## config.mk

```make
export PLATFORM = sky130hd
export DESIGN_NAME = servo_io_function_mapper
export DESIGN_NICKNAME = d
export VERILOG_FILES = /design/src/hw/io_mapper_pkg.sv /design/src/hw/output_channel_driver.sv /design/src/hw/servo_io_function_mapper.sv
export VERILOG_INCLUDE_DIRS = /design/src /design/src/hw
export SDC_FILE = /design/constraint.sdc
export NUM_CORES = 1
export LEC_CHECK = 0
export BUFFER_PORTS_ARGS = -buffer_cell sky130_fd_sc_hd__buf_2
export CAP_MARGIN = 10
export CORE_UTILIZATION = 48
export DETAILED_ROUTE_END_ITERATION = 12
export GPL_ROUTABILITY_DRIVEN = 1
export MAX_ROUTING_LAYER = met4
export PLACE_DENSITY_LB_ADDON = 0.08
export SYNTH_ARGS = -nofsm -noshare
export SYNTH_HDL_FRONTEND = slang
export SYNTH_SLANG_ARGS = --single-unit
```

## constraint.sdc

```tcl
create_clock -name SYS_CLK_IN -period 2.1 [get_ports SYS_CLK_IN]
set_clock_uncertainty 0.1 [all_clocks]
set_input_delay 0.315 -clock SYS_CLK_IN [delete_from_list [all_inputs] [get_ports SYS_CLK_IN]]
set_output_delay 0.315 -clock SYS_CLK_IN [all_outputs]
set_load 0.02 [all_outputs]
```

## src/hw/io_mapper_map.svh

```systemverilog
`ifndef IO_MAPPER_MAP_SVH
`define IO_MAPPER_MAP_SVH

// register indices (object dictionary style)
`define IDX_INPUT1_SEL   16'h2400
`define IDX_INPUT2_SEL   16'h2401
`define IDX_INPUT3_SEL   16'h2402
`define IDX_INPUT4_SEL   16'h2403
`define IDX_OUTPUT1_SEL  16'h2410
`define IDX_OUTPUT2_SEL  16'h2411
`define IDX_OUTPUT3_SEL  16'h2412

// reset values
`define RST_INPUT1_SEL   8'h00
`define RST_INPUT2_SEL   8'h01
`define RST_INPUT3_SEL   8'h02
`define RST_INPUT4_SEL   8'h16
`define RST_OUTPUT1_SEL  8'h01
`define RST_OUTPUT2_SEL  8'h03
`define RST_OUTPUT3_SEL  8'h04

// selector fields
`define SEL_NC_BIT       7
`define SEL_FUNC_MSB     6

// digital input object bit positions
`define DIN_NEG_LIMIT_BIT 0
`define DIN_POS_LIMIT_BIT 1
`define DIN_HOME_BIT      2
`define DIN_RAW_LSB       4

// digital output object bit positions
`define DOUT_CH_LSB      16

`endif

```

## src/hw/io_mapper_pkg.sv

```systemverilog
`default_nettype none
package io_mapper_pkg;

    typedef enum logic [6:0] {
        IN_NONE        = 7'h00,
        IN_POS_LIMIT   = 7'h01,
        IN_NEG_LIMIT   = 7'h02,
        IN_ALARM_CLEAR = 7'h04,
        IN_FORCE_ALARM = 7'h14,
        IN_HOME        = 7'h16
    } in_func_e;

    typedef enum logic [6:0] {
        OUT_MASTER      = 7'h00,
        OUT_ALARM       = 7'h01,
        OUT_READY       = 7'h02,
        OUT_BRAKE_REL   = 7'h03,
        OUT_IN_POS      = 7'h04,
        OUT_SPEED_REACHED_OUTPUT    = 7'h05,
        OUT_TORQUE_LIM  = 7'h06,
        OUT_ZERO_SPEED  = 7'h07,
        OUT_VEL_MATCH   = 7'h08,
        OUT_POS_CMD     = 7'h0b,
        OUT_SPEED_LIM   = 7'h0d,
        OUT_VEL_CMD     = 7'h0f,
        OUT_SERVO_ON    = 7'h12,
        OUT_POS_LIMIT   = 7'h15,
        OUT_NEG_LIMIT   = 7'h16,
        OUT_HOMING_DONE = 7'h22
    } out_func_e;

    typedef logic [7:0] sel_t;

endpackage
`default_nettype wire

```

## src/hw/output_channel_driver.sv

```systemverilog
`timescale 1ns/1ps
`default_nettype none
`include "io_mapper_map.svh"

module output_channel_driver (
    input  wire logic        clk,
    input  wire logic        rst_n,
    input  wire logic [7:0]  sel,
    input  wire logic [15:0] status,
    input  wire logic        master_level,
    input  wire logic        master_mode,
    output logic             pin
);

    wire logic [6:0] func = sel[`SEL_FUNC_MSB:0];
    wire logic       nc   = sel[`SEL_NC_BIT];
    logic            active;
    logic            pin_next;

    always_comb begin
        case (io_mapper_pkg::out_func_e'(func))
            io_mapper_pkg::OUT_ALARM:       active = status[0];
            io_mapper_pkg::OUT_READY:       active = status[1];
            io_mapper_pkg::OUT_BRAKE_REL:   active = status[2];
            io_mapper_pkg::OUT_IN_POS:      active = status[3];
            io_mapper_pkg::OUT_SPEED_REACHED_OUTPUT:    active = status[4];
            io_mapper_pkg::OUT_TORQUE_LIM:  active = status[5];
            io_mapper_pkg::OUT_ZERO_SPEED:  active = status[6];
            io_mapper_pkg::OUT_VEL_MATCH:   active = status[7];
            io_mapper_pkg::OUT_SERVO_ON:    active = status[8];
            io_mapper_pkg::OUT_POS_LIMIT:   active = status[9];
            io_mapper_pkg::OUT_NEG_LIMIT:   active = status[10];
            io_mapper_pkg::OUT_POS_CMD:     active = status[11];
            io_mapper_pkg::OUT_SPEED_LIM:   active = status[12];
            io_mapper_pkg::OUT_VEL_CMD:     active = status[13];
            io_mapper_pkg::OUT_HOMING_DONE: active = status[14];
            default:                        active = 1'b0;
        endcase
    end

    assign pin_next = master_mode ? master_level : (nc ? active : ~active);

    always_ff @(posedge clk or negedge rst_n) begin
        if (!rst_n) begin
            pin <= 1'b1;
        end else begin
            pin <= pin_next;
        end
    end

endmodule
`default_nettype wire

```

## src/hw/servo_io_function_mapper.sv

```systemverilog
// Contract
// - input codes map to limits, alarm clear, forced alarm, home; input object bits.
// - open sense asserts on ON; closed sense asserts on OFF.
// - same input function on two channels raises duplicate alarm.
// - unassigned input channel has no effect on motion.
// - selectors govern inputs 1-4; all zero exposes raw inputs to master.
// - inputs 1-4 pair one-to-one with selectors 1-4.
// - input selector resets 0x0, 0x1, 0x2, 0x16.
// - output codes 00h master, 01h-08h and 81h-88h status pairs.
// - further output codes 12h,15h,16h,0Bh,0Dh,0Fh,22h with closed pairs.
// - open-sense output active low, closed-sense active high.
// - outputs 1-3 by selectors; all zero, master bits 16-18 drive.
// - output selector resets 0x01, 0x03, 0x04.
`timescale 1ns/1ps
`default_nettype none
`include "io_mapper_map.svh"

module servo_io_function_mapper (
    input  wire logic        SYS_CLK_IN,
    input  wire logic        RESETN_IN,
    // parameter access by object index
    input  wire logic        PARAM_WR_IN,
    input  wire logic [15:0] PARAM_INDEX_IN,
    input  wire logic [7:0]  PARAM_WDATA_IN,
    output logic      [7:0]  PARAM_RDATA_OUT,
    output logic             PARAM_HIT_OUT,
    // discrete input pins, high = ON
    input  wire logic [3:0]  INPUT_CHANNEL_IN,
    // drive status, one bit per output function
    input  wire logic [15:0] DRIVE_STATUS_IN,
    // master digital output object sub-index 01
    input  wire logic [31:0] MASTER_DOUT_IN,
    output logic [2:0]       OUTPUT_CHANNEL_OUT,
    output logic [31:0]      DIGITAL_INPUT_OBJ_OUT,
    output logic             POSITIVE_TRAVEL_LIMIT_OUT,
    output logic             NEGATIVE_TRAVEL_LIMIT_OUT,
    output logic             HOME_SWITCH_OUT,
    output logic             ALARM_CLEAR_INPUT_OUT,
    output logic             FORCED_ALARM_OUT,
    output logic             DUPLICATE_ASSIGNMENT_ALARM_OUT
);

    //--------------------------------------------------------------
    // selector registers
    //--------------------------------------------------------------
    // indices and reset values, one entry per channel
    localparam logic [15:0] in_idx [4] = '{
        `IDX_INPUT1_SEL,
        `IDX_INPUT2_SEL,
        `IDX_INPUT3_SEL,
        `IDX_INPUT4_SEL
    };
    localparam logic [15:0] out_idx [3] = '{
        `IDX_OUTPUT1_SEL,
        `IDX_OUTPUT2_SEL,
        `IDX_OUTPUT3_SEL
    };
    localparam logic [7:0]  in_rst [4] = '{
        `RST_INPUT1_SEL,
        `RST_INPUT2_SEL,
        `RST_INPUT3_SEL,
        `RST_INPUT4_SEL
    };
    localparam logic [7:0]  out_rst [3] = '{
        `RST_OUTPUT1_SEL,
        `RST_OUTPUT2_SEL,
        `RST_OUTPUT3_SEL
    };

    logic [7:0] in_sel_reg  [4];
    logic [7:0] out_sel_reg [3];
    logic [3:0] in_hit;
    logic [2:0] out_hit;
    logic [3:0] in_wr;
    logic [2:0] out_wr;

    genvar g;
    generate
        for (g = 0; g < 4; g++) begin : g_in
            assign in_hit[g] = (PARAM_INDEX_IN == in_idx[g]);
            assign in_wr[g]  = PARAM_WR_IN && in_hit[g];
            always_ff @(posedge SYS_CLK_IN or negedge RESETN_IN) begin
                if (!RESETN_IN) begin
                    in_sel_reg[g] <= in_rst[g];
                end else if (in_wr[g]) begin
                    in_sel_reg[g] <= PARAM_WDATA_IN;
                end
            end
        end
        for (g = 0; g < 3; g++) begin : g_out
            assign out_hit[g] = (PARAM_INDEX_IN == out_idx[g]);
            assign out_wr[g]  = PARAM_WR_IN && out_hit[g];
            always_ff @(posedge SYS_CLK_IN or negedge RESETN_IN) begin
                if (!RESETN_IN) begin
                    out_sel_reg[g] <= out_rst[g];
                end else if (out_wr[g]) begin
                    out_sel_reg[g] <= PARAM_WDATA_IN;
                end
            end
        end
    endgenerate

    //--------------------------------------------------------------
    // parameter read
    //--------------------------------------------------------------
    // combinational read; unmapped index reads zero with no hit
    logic [7:0] in_rdata;
    logic [7:0] out_rdata;
    always_comb begin
        in_rdata = 8'h00;
        for (int i = 0; i < 4; i++) begin
            if (in_hit[i]) begin
                in_rdata = in_sel_reg[i];
            end
        end
    end

    always_comb begin
        out_rdata = 8'h00;
        for (int i = 0; i < 3; i++) begin
            if (out_hit[i]) begin
                out_rdata = out_sel_reg[i];
            end
        end
    end

    // indices never overlap, so at most one half is nonzero
    assign PARAM_RDATA_OUT = in_rdata | out_rdata;
    assign PARAM_HIT_OUT   = |{in_hit, out_hit};

    //--------------------------------------------------------------
    // input function decode
    //--------------------------------------------------------------
    logic [3:0] pos_ch;
    logic [3:0] neg_ch;
    logic [3:0] clr_ch;
    logic [3:0] stop_ch;
    logic [3:0] home_ch;
    logic [3:0] asserted;

    generate
        for (g = 0; g < 4; g++) begin : g_dec
            wire logic [6:0] func = in_sel_reg[g][`SEL_FUNC_MSB:0];
            wire logic       nc   = in_sel_reg[g][`SEL_NC_BIT];
            assign asserted[g] = nc ? ~INPUT_CHANNEL_IN[g] : INPUT_CHANNEL_IN[g];
            assign pos_ch[g]  = (func == io_mapper_pkg::IN_POS_LIMIT);
            assign neg_ch[g]  = (func == io_mapper_pkg::IN_NEG_LIMIT);
            assign clr_ch[g]  = (func == io_mapper_pkg::IN_ALARM_CLEAR);
            assign stop_ch[g] = (func == io_mapper_pkg::IN_FORCE_ALARM);
            assign home_ch[g] = (func == io_mapper_pkg::IN_HOME);
        end
    endgenerate

    // true when two or more channels are set
    function automatic logic multi(input logic [3:0] v);
        multi = (v & (v - 4'h1)) != 4'h0;
    endfunction

    //--------------------------------------------------------------
    // duplicate assignment
    //--------------------------------------------------------------
    // either sense of a function counts, so only the 7-bit code is compared
    wire logic dup_pos  = multi(pos_ch);
    wire logic dup_neg  = multi(neg_ch);
    wire logic dup_clr  = multi(clr_ch);
    wire logic dup_stop = multi(stop_ch);
    wire logic dup_home = multi(home_ch);
    wire logic dup      = dup_pos | dup_neg | dup_clr | dup_stop | dup_home;

    // one nonzero selector is enough to hide the raw inputs
    // all selectors zero exposes raw inputs
    wire logic in_all_zero = (in_sel_reg[0] == 8'h00) && (in_sel_reg[1] == 8'h00) &&
                             (in_sel_reg[2] == 8'h00) && (in_sel_reg[3] == 8'h00);

    //--------------------------------------------------------------
    // function levels
    //--------------------------------------------------------------
    // a function on two channels merges by or; the alarm flags it
    wire logic pos_v  = |(pos_ch & asserted);
    wire logic neg_v  = |(neg_ch & asserted);
    wire logic home_v = |(home_ch & asserted);
    // alarm clear has no closed-sense code, bit 7 still honoured
    wire logic clr_v  = |(clr_ch & asserted);
    wire logic stop_v = |(stop_ch & asserted);

    //--------------------------------------------------------------
    // input object
    //--------------------------------------------------------------
    logic [31:0] din_next;
    always_comb begin
        din_next = 32'h0000_0000;
        din_next[`DIN_NEG_LIMIT_BIT] = neg_v;
        din_next[`DIN_POS_LIMIT_BIT] = pos_v;
        din_next[`DIN_HOME_BIT]      = home_v;
        if (in_all_zero) begin
            din_next[`DIN_RAW_LSB +: 4] = INPUT_CHANNEL_IN;
        end
    end

    //--------------------------------------------------------------
    // registered status outputs
    //--------------------------------------------------------------
    // input object register
    always_ff @(posedge SYS_CLK_IN or negedge RESETN_IN) begin
        if (!RESETN_IN) begin
            DIGITAL_INPUT_OBJ_OUT <= 32'h0000_0000;
        end else begin
            DIGITAL_INPUT_OBJ_OUT <= din_next;
        end
    end

    always_ff @(posedge SYS_CLK_IN or negedge RESETN_IN) begin
        if (!RESETN_IN) begin
            POSITIVE_TRAVEL_LIMIT_OUT <= 1'b0;
        end else begin
            POSITIVE_TRAVEL_LIMIT_OUT <= pos_v;
        end
    end

    always_ff @(posedge SYS_CLK_IN or negedge RESETN_IN) begin
        if (!RESETN_IN) begin
            NEGATIVE_TRAVEL_LIMIT_OUT <= 1'b0;
        end else begin
            NEGATIVE_TRAVEL_LIMIT_OUT <= neg_v;
        end
    end

    always_ff @(posedge SYS_CLK_IN or negedge RESETN_IN) begin
        if (!RESETN_IN) begin
            HOME_SWITCH_OUT <= 1'b0;
        end else begin
            HOME_SWITCH_OUT <= home_v;
        end
    end

    always_ff @(posedge SYS_CLK_IN or negedge RESETN_IN) begin
        if (!RESETN_IN) begin
            ALARM_CLEAR_INPUT_OUT <= 1'b0;
        end else begin
            ALARM_CLEAR_INPUT_OUT <= clr_v;
        end
    end

    always_ff @(posedge SYS_CLK_IN or negedge RESETN_IN) begin
        if (!RESETN_IN) begin
            FORCED_ALARM_OUT <= 1'b0;
        end else begin
            FORCED_ALARM_OUT <= stop_v;
        end
    end

    always_ff @(posedge SYS_CLK_IN or negedge RESETN_IN) begin
        if (!RESETN_IN) begin
            DUPLICATE_ASSIGNMENT_ALARM_OUT <= 1'b0;
        end else begin
            DUPLICATE_ASSIGNMENT_ALARM_OUT <= dup;
        end
    end

    //--------------------------------------------------------------
    // output channels
    //--------------------------------------------------------------
    // master takes over only when all three are zero
    wire logic out_all_zero = (out_sel_reg[0] == 8'h00) && (out_sel_reg[1] == 8'h00) &&
                              (out_sel_reg[2] == 8'h00);
    // master bits pass straight through, no polarity applied
    wire logic [2:0] master_bits = MASTER_DOUT_IN[`DOUT_CH_LSB +: 3];
    // pins idle high through reset, so open-sense loads stay off

    generate
        for (g = 0; g < 3; g++) begin : g_drv
            output_channel_driver u_drv (
                .clk          (SYS_CLK_IN),
                .rst_n        (RESETN_IN),
                .sel          (out_sel_reg[g]),
                .status       (DRIVE_STATUS_IN),
                .master_level (master_bits[g]),
                .master_mode  (out_all_zero),
                .pin          (OUTPUT_CHANNEL_OUT[g])
            );
        end
    endgenerate

endmodule
`default_nettype wire

```

; ---- After elaboration in Yosys (flattened, before gate mapping)
; Cells that the tools add are included.
[word_totals]
wordCells = 167
ff_bits = 72
output_inout_bits = 50
input_bits = 79
[op_classes]
n_addsub = 5
muxes = 21
reduce_logical = 30
n_eq_ne = 72
bitwise_logic = 22
[ops]
columns = operator, n
row1 = $eq A7 B5 Y1 const B, 17
row2 = $eq A16 B14 Y1 const B, 7
row3 = $eq A7 B3 Y1 const B, 16
row4 = $eq A7 B4 Y1 const B, 12
row5 = $eq A7 B2 Y1 const B, 10
row6 = $logic_not A8 Y1, 7
row7 = $mux W8, 7
row8 = $eq A7 B1 Y1 const B, 7
row9 = $pmux W1 S15, 3
row10 = $and A4 B4 Y4, 10
row11 = $eq A7 B6 Y1 const B, 3
row12 = $reduce_bool A4 Y1, 5
row13 = $reduce_or A4 Y1, 5
row14 = $sub A4 B1 Y4 const B, 5
row15 = $logic_and A1 B1 Y1, 12
row16 = $mux W1, 10
row17 = $or A8 B8 Y8, 1
row18 = $not A1 Y1, 7
row19 = $reduce_or A7 Y1, 1
row20 = $mux W4, 1
row21 = $or A1 B1 Y1, 4

; ---- Longest topological paths before layout
[logic_depth]
word_depth = 8
mapped_depth = 7
depth_no_buf = 6

; ---- Hierarchy
; Synthesis repeated with hierarchy kept, for this count alone.
[unflattened]
hier_cells = 426
area_unflattened_um2 = 4571.9
[by_module_without_submodules]
columns = module, cells_per_inst, area_per_inst_um2, n_inst, seq_area_each_um2
row1 = servo_io_function_mapper, 315, 3753.6, 1, 1662.8
row2 = output_channel_driver, 37, 272.8, 3, 26.3

; ---- Least setup slack after synthesis
; No wires, ideal clock.
[synth_path]
path_type = input port to output port
startpoint = input port PARAM_INDEX_IN[2]
endpoint = output port PARAM_RDATA_OUT[6]
required_time_ns = 1.685
cell_stages = 5
t_arrival_ns = 1.620
path_buffers = 0
setup_slack_ns = 0.065
path_cell_list = nor4b_1 nand4_1 nor3_1 nand2_1 o22ai_1
[synth_between]
elab_chain_cells = 6
word_cells_on_any_way = 15
cone_classes = eq/ne (7) / mux (7) / bitwise (1)
[synth_rtl]
columns = item, line_no
row1 = start: declaration, servo_io_function_mapper.sv:23  ; input wire logic [15:0] PARAM_INDEX_IN,
row2 = $eq A16 B14 Y1, servo_io_function_mapper.sv:80  ; assign in_hit[g] = (PARAM_INDEX_IN == in_idx[g]);
row3 = $mux W8 (4 in series), servo_io_function_mapper.sv:112  ; if (in_hit[i]) begin
row4 = $or A8 B8 Y8 (*), servo_io_function_mapper.sv:128  ; assign PARAM_RDATA_OUT = in_rdata | out_rdata;
row5 = end: declaration, servo_io_function_mapper.sv:25  ; output logic [7:0] PARAM_RDATA_OUT,
; Mark *: on every way between the ends. The rest lies on a longest branch, timed or not.

; ---- Final worst setup path
[layout_path]
startpoint = register out_sel_reg[4] (netlist name)
endpoint = output port PARAM_RDATA_OUT[4]
[layout_between]
elab_chain_cells = 2
[layout_rtl]
columns = item, line_no
row1 = start: declaration, servo_io_function_mapper.sv:71  ; logic [7:0] out_sel_reg [3];
row2 = start signal: indexed assignment, servo_io_function_mapper.sv:95  ; out_sel_reg[g] <= out_rst[g];
row3 = $mux W8, servo_io_function_mapper.sv:121  ; if (out_hit[i]) begin
row4 = $or A8 B8 Y8, servo_io_function_mapper.sv:128
; Every way passes these cells.

==> flow_summary_export.csv <==
group,metric,value,unit
critical_path,cp.depth,5,
floorplan,fp.dieW,98.02,um
global_routing,grt_pass1_wl,18.93,mm
critical_path,r2r_cells,6,
placed_design,preCtsSetupSlack,-246.1,ps
placed_design,dp_hpwl,8.813,mm
global_routing,grt_pass1_vias,3510,
timing,worst_pin_slew,566.7,ps
clock_network,cts_tree,"yes",
critical_path,arrival,1700,ps
critical_path,cpMaxStageDelayCell,"dfrtp_1",
global_routing,grt_max_degree,70,
critical_path,ff2ff_setup_slack,80,ps
critical_path,end_kind,"output pin",
drt,vias,3759,
critical_path,crit_chain,"buf_4 > a22o_1 > a21oi_1 > o22ai_4 > buf_6",
critical_path,cp.required,1680,ps
finish,multi_input_area,2639,um2
placed_design,dp.cells,613,
drt,drt_iter0_drc,222,
floorplan,die_h,98.02,um
clock_network,clockRootBuffer,"clkbuf_8",
synthesis,synth_area_per_cell,10.39,um2
finish,post-route-util,0.6303,
critical_path,worstSetupPathType,"reg -> out",
drt,wirelength,12.01,mm
critical_path,setup.worst_path.start,"out_sel_reg[4]",
timing,fin_crit,2119,ps
critical_path,path_max_fanout,5,
power_and_ir_drop,powerDensity,493.9,nW/um2
timing,fmax,0.4720,GHz
critical_path,r2r_end,"DUPLICATE_ASSIGNMENT_ALARM_OUT",
critical_path,critical-path-top-delay-family,"compound AO/OA/AOI/OAI gates",
clock_network,htreeDepth,3,
floorplan,fp.dieArea,9608,um2
synthesis,synth.cell_area,4425,um2
floorplan,core.rowCount,34,
floorplan,pin_count,129,
critical_path,cpPeakStageDelay,430,ps
outcome,violations,"DRC, setup timing",
finish,layout.nets,602,
clock_network,clkLatencyLatePin,340,ps
clock_network,numClockSinks,69,
timing,hold_viol_final,0,
timing,relSlewSlack,0.6218,
drt,drcViolationCount,17,
synthesis,synth_warnings,0,
finish,fill_cells,736,
timing,rsz0062_at_grt,"true",
placed_design,globalplace.congestion,0.9069,
synthesis,synth_cell_types,58,
drt,wl_per_cell,18.89,um
finish,layout-drive-gt1-share,0.4583,
global_routing,antenna_found_initial,0,
run,maxCapViolCount,0,
synthesis,synth-seq-area-share,0.3936,
drt,via_per_inst,5.910,
drt,postRouteAntennaNets,0,
finish,flow.area_growth_from_synthesis,25.42,%
clock_network,path_clk_slew,70,ps
critical_path,cp.buffers_inverters,2,
critical_path,endpoint,"PARAM_RDATA_OUT[4]",
finish,layoutNonFillerInstCount,636,
critical_path,r2r_start,"g_dec[2].func[6]",
power_and_ir_drop,irDropWorstVdd,0.3433,mV
timing,period_share,1.009,
synthesis,ys_seq_elements,69,
placed_design,port_buffers,73,
outcome,status,"complete, but fails checks",
floorplan,coreArea,8806,um2
synthesis,async_reset_ff_frac,1.000,
timing,slew_violations,0,
timing,setup_viol,1,
finish,largest_register_ffs,28,
synthesis,synthCells,426,
worst_hold_path,worstHoldPathType,"in -> reg",
finish,diodes,0,
synthesis,synth_top_flop_cell,"dfrtp_1",
clock_network,numCtsBuffers,9,
power_and_ir_drop,leakage,2.555,nW
floorplan,initial_core_util,0.5026,
critical_path,start_kind,"flop",
drt,dr.pass1.iters,9,
clock_network,cts_buffer_depth,2,
timing,fin_ws,-18.56,ps
synthesis,synth_edf_count,0,
global_routing,grt_util_all_layers,0.2641,
finish,seq_area,1745,um2
global_routing,grt.overflow.total,0,
-- cell usage after synthesis, types with 3 or more instances --
cell type | number | share of area
mux2_2 | 58 | 0.15
dfrtp_1 | 57 | 0.32
buf_4 | 31 | 0.053
nand2_1 | 26 | 0.022
nor2_1 | 20 | 0.017
a21oi_1 | 16 | 0.018
clkbuf_1 | 14 | 0.012
nor3_1 | 14 | 0.016
inv_1 | 13 | 0.011
dfstp_2 | 12 | 0.071
o22ai_1 | 12 | 0.017
a31oi_1 | 10 | 0.014
mux4_2 | 10 | 0.051
nand3_1 | 10 | 0.011
nor3b_1 | 10 | 0.017
a22o_1 | 8 | 0.016
nand4_1 | 8 | 0.011
nor4_1 | 8 | 0.011
nor2b_1 | 7 | 0.0099
o21ai_0 | 7 | 0.0079
mux2i_1 | 5 | 0.011
nand2b_1 | 5 | 0.0071
nand3b_1 | 5 | 0.0085
xor2_1 | 5 | 0.0099
and2_1 | 4 | 0.0057
and4b_1 | 4 | 0.0090
a22oi_1 | 3 | 0.0051
nor4b_1 | 3 | 0.0059
-- layout make-up --
cell class              count  share of cell area
flip-flops and latches     69              0.3145
clock buffers              13             0.03043
well taps                 108             0.02435
multi-input cells         320              0.4754
repair buffers            110              0.1389
inverters                  13            0.008792
clock inverters             3            0.007665
-- routing by layer --
layer | GRT usage | routed length [um] | up-vias
met4 | 0.07809 | 129 | 0
met1 | 0.3723 | 5760 | 1861
met2 | 0.3944 | 5388 | 148
met5 | - | 0 | -
li1 | - | - | 1740
met3 | 0.04009 | 735 | 10
-- metrics by stage --
step	total power (W)	hold WS, ps	cell area, um2	setup TNS, ps
floorplan	0.001517	-80.59	4516	0
global placement	0.001605	265.6	4992	-1287
detailed placement	0.001609	271.2	4992	-2148
CTS	0.002756	115.1	5284	0
global route	0.002852	123.3	5550	-484.7
finish	0.002742	120.5	5550	-18.56
-- where the power goes --
group / switching [W] / leakage [nW] / internal [W]
clock: 0.000495 / 0.106 / 0.000645
sequential: 0.00000206 / 0.907 / 0.00134
combinational: 0.000172 / 1.54 / 0.0000896
total: 0.000668 / 2.56 / 0.00207
-- worst min-delay path by stage --
stage	start	end	slack, ps	cells past startpoint
2_1_floorplan	RESETN_IN	ALARM_CLEAR_INPUT_OUT	-80	0
3_3_place_gp	RESETN_IN	DIGITAL_INPUT_OBJ_OUT[2]	270	2
3_5_place_dp	RESETN_IN	DIGITAL_INPUT_OBJ_OUT[0]	270	2
4_1_cts	INPUT_CHANNEL_IN[0]	DIGITAL_INPUT_OBJ_OUT[4]	120	2
5_1_grt	INPUT_CHANNEL_IN[2]	DIGITAL_INPUT_OBJ_OUT[6]	120	2
6_report	INPUT_CHANNEL_IN[0]	DIGITAL_INPUT_OBJ_OUT[4]	120	2
-- kinds of logic after synthesis --
| family | share of synthesized area |
|---|---|
| simple gates | 0.1894 |
| xor+xnor | 0.01385 |
| compound gates | 0.1080 |
| buf+inv | 0.07860 |
| other cells | 0.0008474 |
| flops | 0.3936 |
| mux | 0.2157 |
-- cells in the final DEF (no fill, tap or decap), types with 3 or more instances in the layout --
cell type and instances:
mux2_2 58, a21oi_1 14, and4b_1 4, nand3b_1 5, buf_6 12, inv_1 11
mux2i_1 5, nand3_1 10, a22oi_1 3, buf_4 32, dfstp_2 12, xor2_1 5
buf_12 4, buf_2 61, a22o_1 8, nand4_1 8, o22ai_1 4, conb_1 25
nor2_1 19, nor3_1 11, dfrtp_2 3, nor2b_1 6, clkbuf_8 12, dfrtp_1 54
mux4_2 11, o22ai_4 7, a31oi_1 10, nand2b_1 5, nand2_1 24, nor4_1 7
o21ai_0 6, nor3b_1 9, and2_1 4
-- worst reg2reg max path, stage by stage (launching register included) --
cell and delay, ps:
dfrtp_1 400, or3_4 420, or3_4 370, nor3b_4 190, nor3_1 70, a311oi_1 230
or4_1 170
-- what timing repair did --
item	CTS	global route
buffers inserted	1	5
endpoints found under the setup margin	9	12
pin swaps	0	7
hold buffers	1	0
resized for setup	15	48
gates cloned	0	0
endpoints found under the hold margin	57	0
Power figures use the tool's default switching activity.
